[src/tss_pkg.sv]
// shared constants and types for the test schedule sequencer
package tss_pkg;
  localparam logic [3:0] ADR_CTRL = 4'h0;
  localparam logic [3:0] ADR_DUR = 4'h1;
  localparam logic [3:0] ADR_TINT = 4'h2;
  localparam logic [3:0] ADR_LINT = 4'h3;
  localparam logic [3:0] ADR_IGN = 4'h4;
  localparam logic [3:0] ADR_CONF = 4'h5;
  localparam logic [3:0] ADR_TIME = 4'h6;
  localparam logic [3:0] ADR_TNUM = 4'h7;
  localparam logic [3:0] ADR_STS = 4'h8;
  localparam logic [3:0] ADR_MSK = 4'h9;
  localparam logic [3:0] ADR_RES = 4'hA;
  localparam logic [3:0] ADR_SER = 4'hB;
  localparam logic [3:0] ADR_FW = 4'hC;
  localparam logic [3:0] ADR_CALL = 4'hD;
  localparam logic [3:0] ADR_CALD = 4'hE;
  localparam logic [3:0] ADR_CMD = 4'hF;
  // ctrl bit positions
  localparam int B_CONT = 0;
  localparam int B_LOGC = 1;
  localparam int B_STOPC = 2;
  localparam int B_CONFM = 3;
  localparam int B_SIM = 4;
  localparam int B_LFDIS = 5;
  localparam int B_FMT = 6;
  localparam int W_FMT = 2;
  localparam int W_CTRL = 8;
  // status bits
  localparam int E_DONE = 0;
  localparam int E_LOG = 1;
  localparam int E_CLEAN = 2;
  localparam int E_LOWC = 3;
  localparam int E_ALIGN = 4;
  localparam int W_EV = 5;
  localparam int CMD_START = 0;
  localparam int CMD_STOP = 1;
  // reset values and limits
  localparam logic [15:0] DUR_MIN = 16'h0002;
  localparam logic [15:0] DUR_RST = 16'h0078;
  localparam logic [15:0] MIN_PARTICLES = 16'h0014;
  localparam logic [15:0] TNUM_RST = 16'h0001;
  localparam longint SEC_NS = 1000000000;
  localparam longint CLK_NS = 5;
  localparam longint CYC_PER_SEC = SEC_NS / CLK_NS;
  typedef enum logic [1:0] {TSS_IDLE, TSS_RUN, TSS_WAIT} tss_state_e;
  typedef struct packed {
    logic [31:0] serial;
    logic [31:0] stamp;
    logic [15:0] num;
    logic [15:0] count;
    logic valid;
    logic clean;
  } tss_rec_s;
  typedef struct packed {
    logic [3:0] addr;
    logic [31:0] wdata;
    logic wr;
    logic rd;
  } tss_req_s;
endpackage : tss_pkg

[src/tss_core.sv]
// test scheduling, validation, logging and time keeping of the monitor
// Function
// - test number returns to its start value at every reset.
// - test length is configurable, two minutes by default; tests run exactly that.
// - one format setting drives result display and alarm target comparison.
// - simulated test runs tests and yields results without fluid flow.
// - low-flow alarm off: result valid only with 20 or more large particles.
// - low-flow alarm off: fewer than 20 large particles raises alarm and fault code.
// - continuous testing restarts tests on its own, paced by the interval.
// - interval above duration: new test at each interval expiry.
// - interval at or below duration: next test starts right away.
// - continuous without logging stores only the last test of a clean stop; a host stop stores none.
// - continuous logging stores only tests landing on the log interval; a clean stop's last test and, at interval 0, every test are stored too.
// - log interval must fall on a test boundary; otherwise flag error.
// - stop-when-clean tests until clean, then alarms and stops.
// - first configured number of tests after start are not logged.
// - confirm mode stops after N consecutive clean results; dirty resets.
// - each record carries serial number and current time as its key; a time not after the last record's stamp gets that stamp plus one.
// - host write of time overwrites the current time.
// - serial, firmware, calibration dates readable by host.
//
// Chosen here: the placing of the registers and the plain strobed port.
`timescale 1ns/1ps
module tss_core
  import tss_pkg::*;
#(
  parameter longint SEC_CYCLES = tss_pkg::CYC_PER_SEC,
  parameter logic [31:0] SERIAL_NO = 32'h00000001, // arbitrary value
  parameter logic [31:0] FW_VER = 32'h00000100, // arbitrary value
  parameter logic [31:0] CAL_LAST = 32'h00000000,
  parameter logic [31:0] CAL_DUE = 32'h00000000
) (
  input wire logic clk, // 200 MHz clock
  input wire logic reset, // synchronous, active high
  input wire tss_pkg::tss_req_s req, // register request
  output logic [31:0] rdata, // read data, cycle after read
  input wire logic particle, // pulse pin, one per large particle
  input wire logic clean_hit, // comparator: result meets target
  output logic [tss_pkg::W_FMT-1:0] fmt, // result format to comparator
  output logic testing, // a test is accumulating
  output logic alarm, // clean stop or low count alarm
  output logic fault, // low particle count fault code
  output logic flow_ok, // flow reading may be shown
  output logic log_v, // one-cycle log strobe
  output tss_pkg::tss_rec_s log_rec, // record to store
  output logic irq // level interrupt
);
  import tss_pkg::*;

  typedef struct packed {
    logic [31:0] rdata;
    logic [W_CTRL-1:0] ctrl;
    logic [15:0] dur;
    logic [15:0] tint;
    logic [15:0] lint;
    logic [7:0] ign;
    logic [7:0] conf;
    logic [31:0] now;
    logic [15:0] tnum;
    tss_state_e st;
    logic [31:0] div;
    logic [15:0] el;
    logic [15:0] icnt;
    logic [15:0] cnt;
    logic [7:0] ndone;
    logic [7:0] streak;
    logic [15:0] lacc;
    logic [W_EV-1:0] sts;
    logic [W_EV-1:0] msk;
    logic irq;
    logic alarm;
    logic fault;
    logic flow_ok;
    logic log_v;
    tss_rec_s rec;
    tss_rec_s last;
    logic [2:0] pin;
    logic [31:0] sub;
    logic testing;
  } tss_state_s;

  tss_state_s s_q, s_d;

  localparam logic [31:0] SEC_LAST = 32'(SEC_CYCLES - 1);

  logic tick;
  logic ttick;
  logic pulse;
  logic [15:0] step;
  logic [16:0] lsum;
  logic stop_now;
  logic do_log;
  logic clean_eff;
  logic [W_EV-1:0] ev;
  logic [W_EV-1:0] clr;
  logic [7:0] streak_n;

  always_comb
  begin
    s_d = s_q;
    ev = '0;
    clr = '0;
    do_log = 1'b0;
    stop_now = 1'b0;
    clean_eff = 1'b0;
    streak_n = s_q.streak;
    s_d.log_v = 1'b0;
    // first stage only feeds the second; the edge is taken after that
    s_d.pin = {s_q.pin[1:0], particle};
    pulse = s_q.pin[1] & ~s_q.pin[2];
    tick = (s_q.div == SEC_LAST);
    s_d.div = tick ? '0 : s_q.div + 32'h00000001;
    // tests time themselves so each lasts exactly its whole seconds;
    // the free-running divider only keeps the time of day
    ttick = (s_q.sub == SEC_LAST);
    s_d.sub = ttick ? '0 : s_q.sub + 32'h00000001;
    // a whole-second step per test, used to land logs on test boundaries
    step = (s_q.tint > s_q.dur) ? s_q.tint : s_q.dur;
    lsum = {1'b0, s_q.lacc} + {1'b0, step};
    if (tick)
    begin
      s_d.now = s_q.now + 32'h00000001;
    end
    // register writes
    if (req.wr)
    begin
      case (req.addr)
        ADR_CTRL: s_d.ctrl = req.wdata[W_CTRL-1:0];
        ADR_DUR: s_d.dur = (req.wdata[15:0] < DUR_MIN) ?
                           DUR_MIN : req.wdata[15:0];
        ADR_TINT: s_d.tint = req.wdata[15:0];
        ADR_LINT: s_d.lint = req.wdata[15:0];
        ADR_IGN: s_d.ign = req.wdata[7:0];
        ADR_CONF: s_d.conf = req.wdata[7:0];
        ADR_TIME: s_d.now = req.wdata;
        ADR_STS: clr = req.wdata[W_EV-1:0];
        ADR_MSK: s_d.msk = req.wdata[W_EV-1:0];
        default: ;
      endcase
    end
    // sequencer
    case (s_q.st)
      TSS_IDLE:
      begin
        if (req.wr && req.addr == ADR_CMD && req.wdata[CMD_START])
        begin
          s_d.st = TSS_RUN;
          s_d.el = '0;
          s_d.sub = '0;
          s_d.icnt = '0;
          s_d.cnt = '0;
          s_d.ndone = '0;
          s_d.streak = '0;
          s_d.lacc = '0;
          s_d.alarm = 1'b0;
          s_d.fault = 1'b0;
        end
      end
      TSS_RUN, TSS_WAIT:
      begin
        if (ttick)
        begin
          s_d.icnt = s_q.icnt + 16'h0001;
        end
        if (s_q.st == TSS_RUN)
        begin
          // the count saturates rather than wrap back under the minimum
          if (pulse && !s_q.ctrl[B_SIM] && s_q.cnt != 16'hFFFF)
          begin
            s_d.cnt = s_q.cnt + 16'h0001;
          end
          if (ttick)
          begin
            s_d.el = s_q.el + 16'h0001;
          end
          // test ends after exactly dur whole seconds
          if (ttick && s_d.el == s_q.dur)
          begin
            ev[E_DONE] = 1'b1;
            // simulated tests need no flow and always yield a result
            s_d.rec.count = s_q.ctrl[B_SIM] ? MIN_PARTICLES : s_q.cnt;
            s_d.rec.valid = 1'b1;
            if (s_q.ctrl[B_LFDIS] && s_d.rec.count < MIN_PARTICLES)
            begin
              s_d.rec.valid = 1'b0;
              s_d.fault = 1'b1;
              s_d.alarm = 1'b1;
              ev[E_LOWC] = 1'b1;
            end
            s_d.flow_ok = s_d.rec.valid;
            clean_eff = clean_hit & s_d.rec.valid;
            s_d.rec.clean = clean_eff;
            s_d.rec.serial = SERIAL_NO;
            s_d.rec.stamp = s_q.now;
            // a host time step backwards must not repeat a record key
            if (s_q.tnum != TNUM_RST && s_q.now <= s_q.last.stamp)
            begin
              s_d.rec.stamp = s_q.last.stamp + 32'h00000001;
            end
            s_d.rec.num = s_q.tnum;
            s_d.tnum = s_q.tnum + 16'h0001;
            streak_n = clean_eff ? s_q.streak + 8'h01 : 8'h00;
            s_d.streak = streak_n;
            if (s_q.ctrl[B_STOPC] && clean_eff)
            begin
              stop_now = !s_q.ctrl[B_CONFM] ||
                         streak_n >= s_q.conf;
            end
            if (s_q.ndone != 8'hFF)
            begin
              s_d.ndone = s_q.ndone + 8'h01;
            end
            if (s_q.ndone >= s_q.ign)
            begin
              if (!s_q.ctrl[B_CONT] || stop_now)
              begin
                do_log = 1'b1;
              end
              else if (s_q.ctrl[B_LOGC])
              begin
                if (lsum[15:0] == s_q.lint || s_q.lint == 16'h0000)
                begin
                  do_log = 1'b1;
                  s_d.lacc = '0;
                end
                else if (lsum > {1'b0, s_q.lint})
                begin
                  ev[E_ALIGN] = 1'b1;
                  s_d.lacc = '0;
                end
                else
                begin
                  s_d.lacc = lsum[15:0];
                end
              end
            end
            if (stop_now)
            begin
              s_d.alarm = 1'b1;
              ev[E_CLEAN] = 1'b1;
              s_d.st = TSS_IDLE;
            end
            else if (!s_q.ctrl[B_CONT])
            begin
              s_d.st = TSS_IDLE;
            end
            else if (s_q.tint > s_q.dur)
            begin
              s_d.st = TSS_WAIT;
            end
            else
            begin
              s_d.st = TSS_RUN;
              s_d.sub = '0;
              s_d.el = '0;
              s_d.icnt = '0;
              s_d.cnt = '0;
            end
          end
        end
        else if (s_d.icnt >= s_q.tint)
        begin
          s_d.st = TSS_RUN;
          s_d.sub = '0;
          s_d.el = '0;
          s_d.icnt = '0;
          s_d.cnt = '0;
        end
        // a host stop drops the running test without a record
        if (req.wr && req.addr == ADR_CMD && req.wdata[CMD_STOP])
        begin
          s_d.st = TSS_IDLE;
        end
      end
      default: s_d.st = TSS_IDLE;
    endcase
    s_d.testing = (s_d.st == TSS_RUN);
    if (do_log)
    begin
      s_d.log_v = 1'b1;
      ev[E_LOG] = 1'b1;
    end
    if (ev[E_DONE])
    begin
      s_d.last = s_d.rec;
    end
    // set wins over a simultaneous write-one clear
    s_d.sts = (s_q.sts & ~clr) | ev;
    s_d.irq = |(s_d.sts & s_d.msk);
    // reads answer the cycle after the strobe
    s_d.rdata = '0;
    if (req.rd)
    begin
      case (req.addr)
        ADR_CTRL: s_d.rdata = 32'(s_q.ctrl);
        ADR_DUR: s_d.rdata = 32'(s_q.dur);
        ADR_TINT: s_d.rdata = 32'(s_q.tint);
        ADR_LINT: s_d.rdata = 32'(s_q.lint);
        ADR_IGN: s_d.rdata = 32'(s_q.ign);
        ADR_CONF: s_d.rdata = 32'(s_q.conf);
        ADR_TIME: s_d.rdata = s_q.now;
        ADR_TNUM: s_d.rdata = 32'(s_q.tnum);
        ADR_STS: s_d.rdata = 32'(s_q.sts);
        ADR_MSK: s_d.rdata = 32'(s_q.msk);
        ADR_RES: s_d.rdata = {s_q.last.count, 8'h00,
                              5'h00, s_q.last.clean,
                              s_q.last.valid,
                              s_q.st != TSS_IDLE};
        ADR_SER: s_d.rdata = SERIAL_NO;
        ADR_FW: s_d.rdata = FW_VER;
        ADR_CALL: s_d.rdata = CAL_LAST;
        ADR_CALD: s_d.rdata = CAL_DUE;
        default: s_d.rdata = '0;
      endcase
    end
  end

  always_ff @(posedge clk)
  begin
    if (reset)
    begin
      s_q <= '0;
      s_q.dur <= DUR_RST;
      s_q.tnum <= TNUM_RST;
      s_q.st <= TSS_IDLE;
    end
    else
    begin
      s_q <= s_d;
    end
  end

  assign rdata = s_q.rdata;
  assign fmt = s_q.ctrl[B_FMT +: W_FMT];
  assign testing = s_q.testing;
  assign alarm = s_q.alarm;
  assign fault = s_q.fault;
  assign flow_ok = s_q.flow_ok;
  assign log_v = s_q.log_v;
  assign log_rec = s_q.rec;
  assign irq = s_q.irq;
endmodule : tss_core

[config.mk]
export PLATFORM = sky130hd
export DESIGN_NAME = tss_core
export DESIGN_NICKNAME = d
export VERILOG_FILES = /design/src/tss_pkg.sv /design/src/tss_core.sv
export SDC_FILE = /design/constraint.sdc
export NUM_CORES = 1
export LEC_CHECK = 0
export BUFFER_PORTS_ARGS = -buffer_cell sky130_fd_sc_hd__buf_2
export CAP_MARGIN = 30
export CORE_MARGIN = 2
export CORE_UTILIZATION = 40
export CTS_CLUSTER_DIAMETER = 60
export DETAILED_ROUTE_END_ITERATION = 7
export GPL_TIMING_DRIVEN = 0
export SLEW_MARGIN = 25
export SYNTH_ARGS = -nofsm -noshare
export SYNTH_HDL_FRONTEND = slang
export SYNTH_SLANG_ARGS = --single-unit
[constraint.sdc]
create_clock -name clk -period 7.4 [get_ports clk]
set_clock_uncertainty 0.15 [all_clocks]
set_input_delay 1.48 -clock clk [delete_from_list [all_inputs] [get_ports clk]]
set_output_delay 1.48 -clock clk [all_outputs]
set_load 0.005 [all_outputs]
==> results of run 1 <==
[synth_stat cells (all sizes together) (21+ instances only)]
library cell and n:
a211oi 32, a21o 21, a21oi 195, a22oi 60, a31oi 26, and3 63, buf 148, clkbuf 136
dfxtp 434, ha 128, inv 124, mux2i 68, nand2 352, nand2b 44, nand3 102, nand4 51
nor2 318, nor3 45, nor4 31, o21ai 114, o22ai 28, or3 37, xnor2 104, xor2 90
[what timing repair did]
action | 4_1_cts | 5_1_grt
resized for setup | 9 | 8
endpoints found under the setup margin | 18 | 17
setup buffers | 0 | 1
[power groups by stage]
stage	logic [mW]	registers, mW	clock network (mW)
finish	0.326	2.38	2.52
CTS	0.317	2.38	2.57
global route	0.351	2.38	2.66
global placement	0.311	2.43	0
detailed placement	0.312	2.43	0
floorplan	0.197	2.42	0
[flip-flops by register name (all words and copies together), names as in the netlist]
| signal | cells |
|---|---|
| alarm | 1 |
| fault | 1 |
| flow_ok | 1 |
| fmt | 2 |
| irq | 1 |
| log_rec | 67 |
| log_v | 1 |
| rdata | 32 |
| s_d | 2 |
| s_q | 325 |
| testing | 1 |
[worst max-delay path, delay by kind of cell (launching register included)]
family | cells | cell delay (ns)
adder cells (fa/ha/maj) | 4 | 1.28
flip-flops | 1 | 0.46
AND/OR/NAND/NOR | 7 | 1.53
buffers and inverters | 2 | 0.37
XOR/XNOR | 1 | 0.20
AO/OA/AOI/OAI | 14 | 2.81
[cells by family (layout without fill, tap and decap cells)]
group | count (synthesis) | count (layout) | share of synthesized area [%]
other cells | 1 | 34 | 0.0155
mux | 73 | 73 | 3.10
xor+xnor | 195 | 195 | 7.14
buf+inv | 408 | 635 | 8.46
fa+ha+maj | 129 | 129 | 6.72
compound gates | 604 | 604 | 15.9
flops | 434 | 434 | 36.0
simple gates | 1147 | 1147 | 22.6
[cells in the final DEF (no fill, tap or decap), types with 60 or more instances in the layout]
cell type,instances
nand3_1,102
a22oi_1,60
mux2i_1,68
clkbuf_1,133
inv_1,124
nor2_1,318
xnor2_1,104
dfxtp_1,426
buf_2,147
ha_1,128
and3_1,63
o21ai_0,113
xor2_1,90
a21oi_1,194
buf_4,136
nand2_1,352
[final cells by class]
cell class	count	area [um^2]	area share [%]
tap	782	978	3.53
clock inverter	23	284	1.03
clock buffer	63	1370	4.95
inverter	124	465	1.68
sequential	434	8700	31.4
buffer	280	1560	5.64
antenna	3	7.51	0.0271
timing repair buffer	145	742	2.68
multi-input combinational	2179	13600	49.0
[routing by layer]
layer	global-route usage [%]	wire length, um	vias up
met5	0	24	-
met4	9.47	2910	6
met3	3.71	5860	161
met2	37.3	33700	786
met1	34.9	36700	10300
li1	-	-	10800
[per-stage QoR]
stage | instance area [um^2] | setup WS, ns | power (mW) | instances
4_1_cts | 27700 | 0.0731 | 5.26 | 4030
3_5_place_dp | 26000 | -0.985 | 2.74 | 3947
5_1_grt | 27700 | 0.139 | 5.39 | 4030
6_report | 27700 | 0.488 | 5.23 | 4033
2_1_floorplan | 24200 | 0.942 | 2.61 | 3021
3_3_place_gp | 25900 | -1.06 | 2.74 | 3941
[how the worst max path moves through the flow]
stage / from / to / slack, ns / cells past startpoint
floorplan: s_q[470]$_SDFFE_PP0P_ / s_q[252]$_SDFFE_PP0P_ / 0.94 / 29
global placement: s_q[470]$_SDFFE_PP0P_ / s_q[253]$_SDFFE_PP0P_ / -1.06 / 29
detailed placement: s_q[470]$_SDFFE_PP0P_ / s_q[259]$_SDFFE_PP0P_ / -0.98 / 29
CTS: s_q[458]$_SDFFE_PP0P_ / s_q[253]$_SDFFE_PP0P_ / 0.07 / 28
global route: s_q[462]$_SDFFE_PP1P_ / s_q[253]$_SDFFE_PP0P_ / 0.14 / 27
finish: s_q[462]$_SDFFE_PP1P_ / irq$_SDFF_PP0_ / 0.49 / 28
==> flow_metrics.py, run 1 <==
metrics = {
    "outcome": {
        "outcome": "finished clean",
    },
    "finish": {
        "fill_cells": 6086,
        "final_util_pct": 46.1,
        "syn_to_final_growth_pct": 14.8,
        "layout.nets": 3386,
        "drive_above_1_share_pct": 12.7,
    },
    "floorplanning": {
        "ios": 180,
        "num_rows": 90,
        "die_area_um2": 62300,
        "die_y_um": 250,
        "die_x_um": 250,
        "core_um2": 60000,
        "start_util_pct": 40.2,
    },
    "placed_design": {
        "numPortBuffers": 138,
        "dp.final_hpwl_um": 60400,
        "place_congestion": 0.992,
    },
    "setup_path": {
        "slowest_stage": "or4_1",
        "reg2reg_to": "irq$_SDFF_PP0_",
        "slowest_delay_ns": 0.60,
        "worstPathArrival_ns": 7.28,
        "timing.rr.start": "s_q[462]$_SDFFE_PP1P_",
        "worstPathMaxFanout": 10,
        "crit_top_cell": "ha_1",
        "r2r_slack_ns": 0.49,
        "crit_path_start_kind": "flip-flop",
        "worstPathRequired_ns": 7.76,
        "crit_type": "reg2reg",
        "worstRegToRegCells": 28,
        "endpoint_kind": "flip-flop",
    },
    "sta": {
        "timing.final.hold_violations": 0,
        "post-route-min-period_ns": 6.91,
        "setup_viol": 0,
        "fmax_ghz": 0.145,
        "slew_violations": 0,
        "timing.final.crit_share_pct": 93.4,
        "rsz0062_at_grt": "no",
        "tns_ns": 0,
        "relSlewSlack_pct": 30.4,
        "worst_pin_slew_ns": 1.04,
        "worst_hold_slack_ns": 0.283,
    },
    "detailed_routing": {
        "drc": 0,
        "antenna_left": 0,
        "wl_per_cell_um": 19.6,
        "first_pass_iters": 7,
        "vias": 22100,
        "drt-total-wl_um": 79100,
        "drt_iter0_markers": 1962,
        "vias_per_cell": 5.47,
    },
    "clocking": {
        "cts.htree.levels": 2,
        "cts_tree": "built",
        "clk_pin_slew_ns": 0.06,
        "cts.sinks": 434,
        "numCtsBuffers": 51,
        "clock_latency_ns": 0.63,
        "postCtsHoldBufs": 0,
        "clockBufferDepth": 3,
        "cts-root-buf": "clkbuf_16",
    },
    "synth": {
        "synth_top_cell_by_area": "dfxtp_1",
        "synth_area_leaders": "dfxtp_1 (36%), ha_1 (6.6%), nand2_1 (5.5%)",
        "synth_top_area_share_pct": 36.0,
        "ys.flop_type": "dfxtp_1",
        "synth_edf_count": 0,
        "syn-cell-area_um2": 24100,
        "yosysWarnings": 0,
        "ys_types": 78,
        "syn_inst": 2991,
        "ys_seq_elements": 434,
        "avgSynthCellArea_um2": 8.06,
        "synthArstFlopShare_pct": 0,
        "yosysSeqAreaShare_pct": 36.0,
    },
    "min_path": {
        "worstHoldStart": "s_d[34]$_SDFF_PP0_",
        "min_path_type": "reg2reg",
        "hold_depth": 1,
        "hold_end": "s_d[35]$_SDFF_PP0_",
    },
    "grt": {
        "grt_start_max_net_pins": 15,
        "grt_pass1_vias": 20000,
        "grt_usage_pct": 24.5,
        "antenna_found_initial": 5,
        "overflow": 0,
        "grt_pass1_wl_um": 120000,
    },
    "power": {
        "seqPwrFrac_pct": 45.5,
        "pwr-share-clk_pct": 48.3,
        "ir_drop_uv": 159,
        "swShare_pct": 25.1,
        "power.switching_mw": 1.32,
        "leakagePower_nw": 10.7,
        "p_per_area_nw_per_um2": 189,
        "combinationalPowerShare_pct": 6.2,
        "p_int_mw": 3.91,
    },
    "job": {
        "drv_cap": 0,
    },
}
Power figures use the tool's default switching activity.
==> inputs of run 2 (changes only) <==
REMOVE_ABC_BUFFERS = 1   (was unset)
==> run 2 against run 1 <==
  * Power shrank 0.23%
  * Fmax shrank 1.1%
  * Sequential cell count unchanged
  * Via count shrank 2.6%
  * Final cell count down 5.9%
  * Largest power group unchanged
  * Highest routed layer unchanged
==> flow_metrics.py, run 2 (synthesis results as in run 1) <==
metrics = {
    "outcome": {
        "outcome": "finished clean",
    },
    "setup_path": {
        "worstRegToRegCells": 26,
        "endpoint_kind": "flip-flop",
        "crit_type": "reg2reg",
        "worstPathArrival_ns": 7.32,
        "crit_path_start_kind": "flip-flop",
        "crit_buf_inv": 1,
        "reg2reg_to": "irq$_SDFF_PP0_",
        "crit_top_cell": "ha_1",
        "cp_top_family": "compound AO/OA/AOI/OAI gates",
        "timing.rr.start": "s_q[471]$_SDFFE_PP0P_",
        "worstPathMaxFanout": 5,
        "slowest_stage": "dfxtp_1",
        "slowest_delay_ns": 0.67,
        "worstSetupStartpoint": "s_q[471]$_SDFFE_PP0P_",
        "worstPathRequired_ns": 7.73,
        "r2r_slack_ns": 0.41,
    },
    "sta": {
        "worst_pin_slew_ns": 0.991,
        "timing.final.crit_share_pct": 94.5,
        "relSlewSlack_pct": 33.4,
        "timing.final.hold_violations": 0,
        "post-route-min-period_ns": 6.99,
        "setup_viol": 0,
        "worst_hold_slack_ns": 0.295,
        "slew_violations": 0,
        "fmax_ghz": 0.143,
    },
    "finish": {
        "top_register": "s_q",
        "syn_to_final_growth_pct": 10.2,
        "largest_register_ff_count": 325,
        "fin_area_um2": 26600,
        "most-common-layout-cells": "dfxtp_1 (434), nand2_1 (351), nor2_1 (313)",
        "fin_cells": 3794,
        "final_common_cell": "dfxtp_1",
        "drive_above_1_share_pct": 10.3,
        "final_util_pct": 44.3,
        "layout.nets": 3136,
        "fill_cells": 5988,
    },
    "min_path": {
        "worstHoldStart": "log_rec[15]$_SDFF_PP0_",
        "hold_end": "log_rec[15]$_SDFF_PP0_",
        "hold_depth": 2,
        "min_path_type": "reg2reg",
    },
    "placed_design": {
        "place_area_um2": 24800,
        "dp_cells": 3691,
        "dp.final_hpwl_um": 53200,
        "numPortBuffers": 148,
        "place_congestion": 0.919,
    },
    "floorplanning": {
        "ios": 180,
        "core_um2": 60000,
        "die_x_um": 250,
        "start_util_pct": 40.2,
        "num_rows": 90,
        "die_y_um": 250,
        "die_area_um2": 62300,
    },
    "detailed_routing": {
        "vias": 21500,
        "antenna_left": 0,
        "vias_per_cell": 5.66,
        "drc": 0,
        "drt-total-wl_um": 72800,
        "wl_per_cell_um": 19.2,
        "drt_iter0_markers": 1834,
        "first_pass_iters": 8,
    },
    "grt": {
        "grt_start_max_net_pins": 121,
        "grt_pass1_wl_um": 114000,
        "grt_usage_pct": 22.8,
        "grt_pass1_vias": 20700,
        "antenna_found_initial": 3,
        "overflow": 0,
    },
    "power": {
        "p_per_area_nw_per_um2": 196,
        "leakagePower_nw": 10.0,
        "ir_drop_uv": 155,
    },
    "clocking": {
        "cts.htree.levels": 2,
        "clock_latency_ns": 0.59,
        "cts_tree": "built",
        "clk_pin_slew_ns": 0.06,
        "numCtsBuffers": 52,
        "clockBufferDepth": 3,
        "cts.sinks": 434,
        "postCtsHoldBufs": 0,
        "cts-root-buf": "clkbuf_16",
    },
    "job": {
        "drv_cap": 0,
    },
}
## run 2: worst max-delay path by stage
stage | to | slack, ns | depth (start not counted)
final | irq$_SDFF_PP0_ | 0.41 | 26
after CTS | s_q[255]$_SDFFE_PP0P_ | 0.15 | 26
after global routing | irq$_SDFF_PP0_ | -0.01 | 28
after floorplan | s_q[247]$_SDFFE_PP0P_ | 0.57 | 23
after detailed placement | s_q[255]$_SDFFE_PP0P_ | -0.21 | 26
after global placement | s_q[254]$_SDFFE_PP0P_ | -1.87 | 26
## run 2: where the power goes
| part | internal [mW] | total (mW) | switching (mW) |
|---|---|---|---|
| sequential | 2.35 | 2.38 | 0.0245 |
| clock | 1.50 | 2.55 | 1.05 |
| combinational | 0.0922 | 0.291 | 0.199 |
| total | 3.94 | 5.22 | 1.28 |
## run 2: worst register-to-register path, cell delays in order (launching register included)
cell and delay, ns:
dfxtp_1 0.67, inv_1 0.09, ha_1 0.21, or4_1 0.47, o21ai_0 0.26, o21bai_2 0.14, a21oi_4 0.20, o21ai_0 0.14
ha_1 0.24, fa_1 0.43, a211oi_1 0.26, nor2_1 0.12, o311ai_0 0.31, nand2_1 0.16, o21a_1 0.26, a21o_1 0.21
a21oi_1 0.17, xnor2_1 0.18, ha_1 0.29, nand4_1 0.13, or3_1 0.17, o21a_1 0.14, o32a_1 0.19, a311oi_4 0.08
or4_1 0.58, or2_2 0.34, a31oi_1 0.28
## run 2: stage by stage
step                total power [mW]  worst slack, ns   TNS, ns
detailed placement              2.71           -0.211     -3.07
CTS                             5.26            0.148         0
floorplan                       2.56            0.574         0
finish                          5.22            0.409         0
global route                    5.39         -0.00951  -0.00951
global placement                2.69            -1.87    -87.45
## run 2: timing repair
| action | in CTS | in global routing |
|---|---|---|
| pin swaps | 0 | 1 |
| endpoints found under the setup margin | 16 | 18 |
| setup buffers | 0 | 2 |
| gates resized for setup | 2 | 4 |
## run 2: final cells by class
cell class / instances / area (um^2) / share of cell area (%)
timing repair buffer: 174 / 1040 / 3.90
tap: 782 / 978 / 3.68
multi-input combinational: 2179 / 13700 / 51.5
inverter: 124 / 465 / 1.75
clock inverter: 21 / 204 / 0.767
sequential: 434 / 8690 / 32.7
antenna: 5 / 12.5 / 0.0471
clock buffer: 75 / 1510 / 5.68
## run 2: layer usage
layer,wire [um],vias to the layer above,GRT usage (%)
li1,-,10300,-
met5,13,-,0
met2,32300,794,36.3
met3,5920,152,4.68
met4,2420,2,8.19
met1,32100,10300,30.5
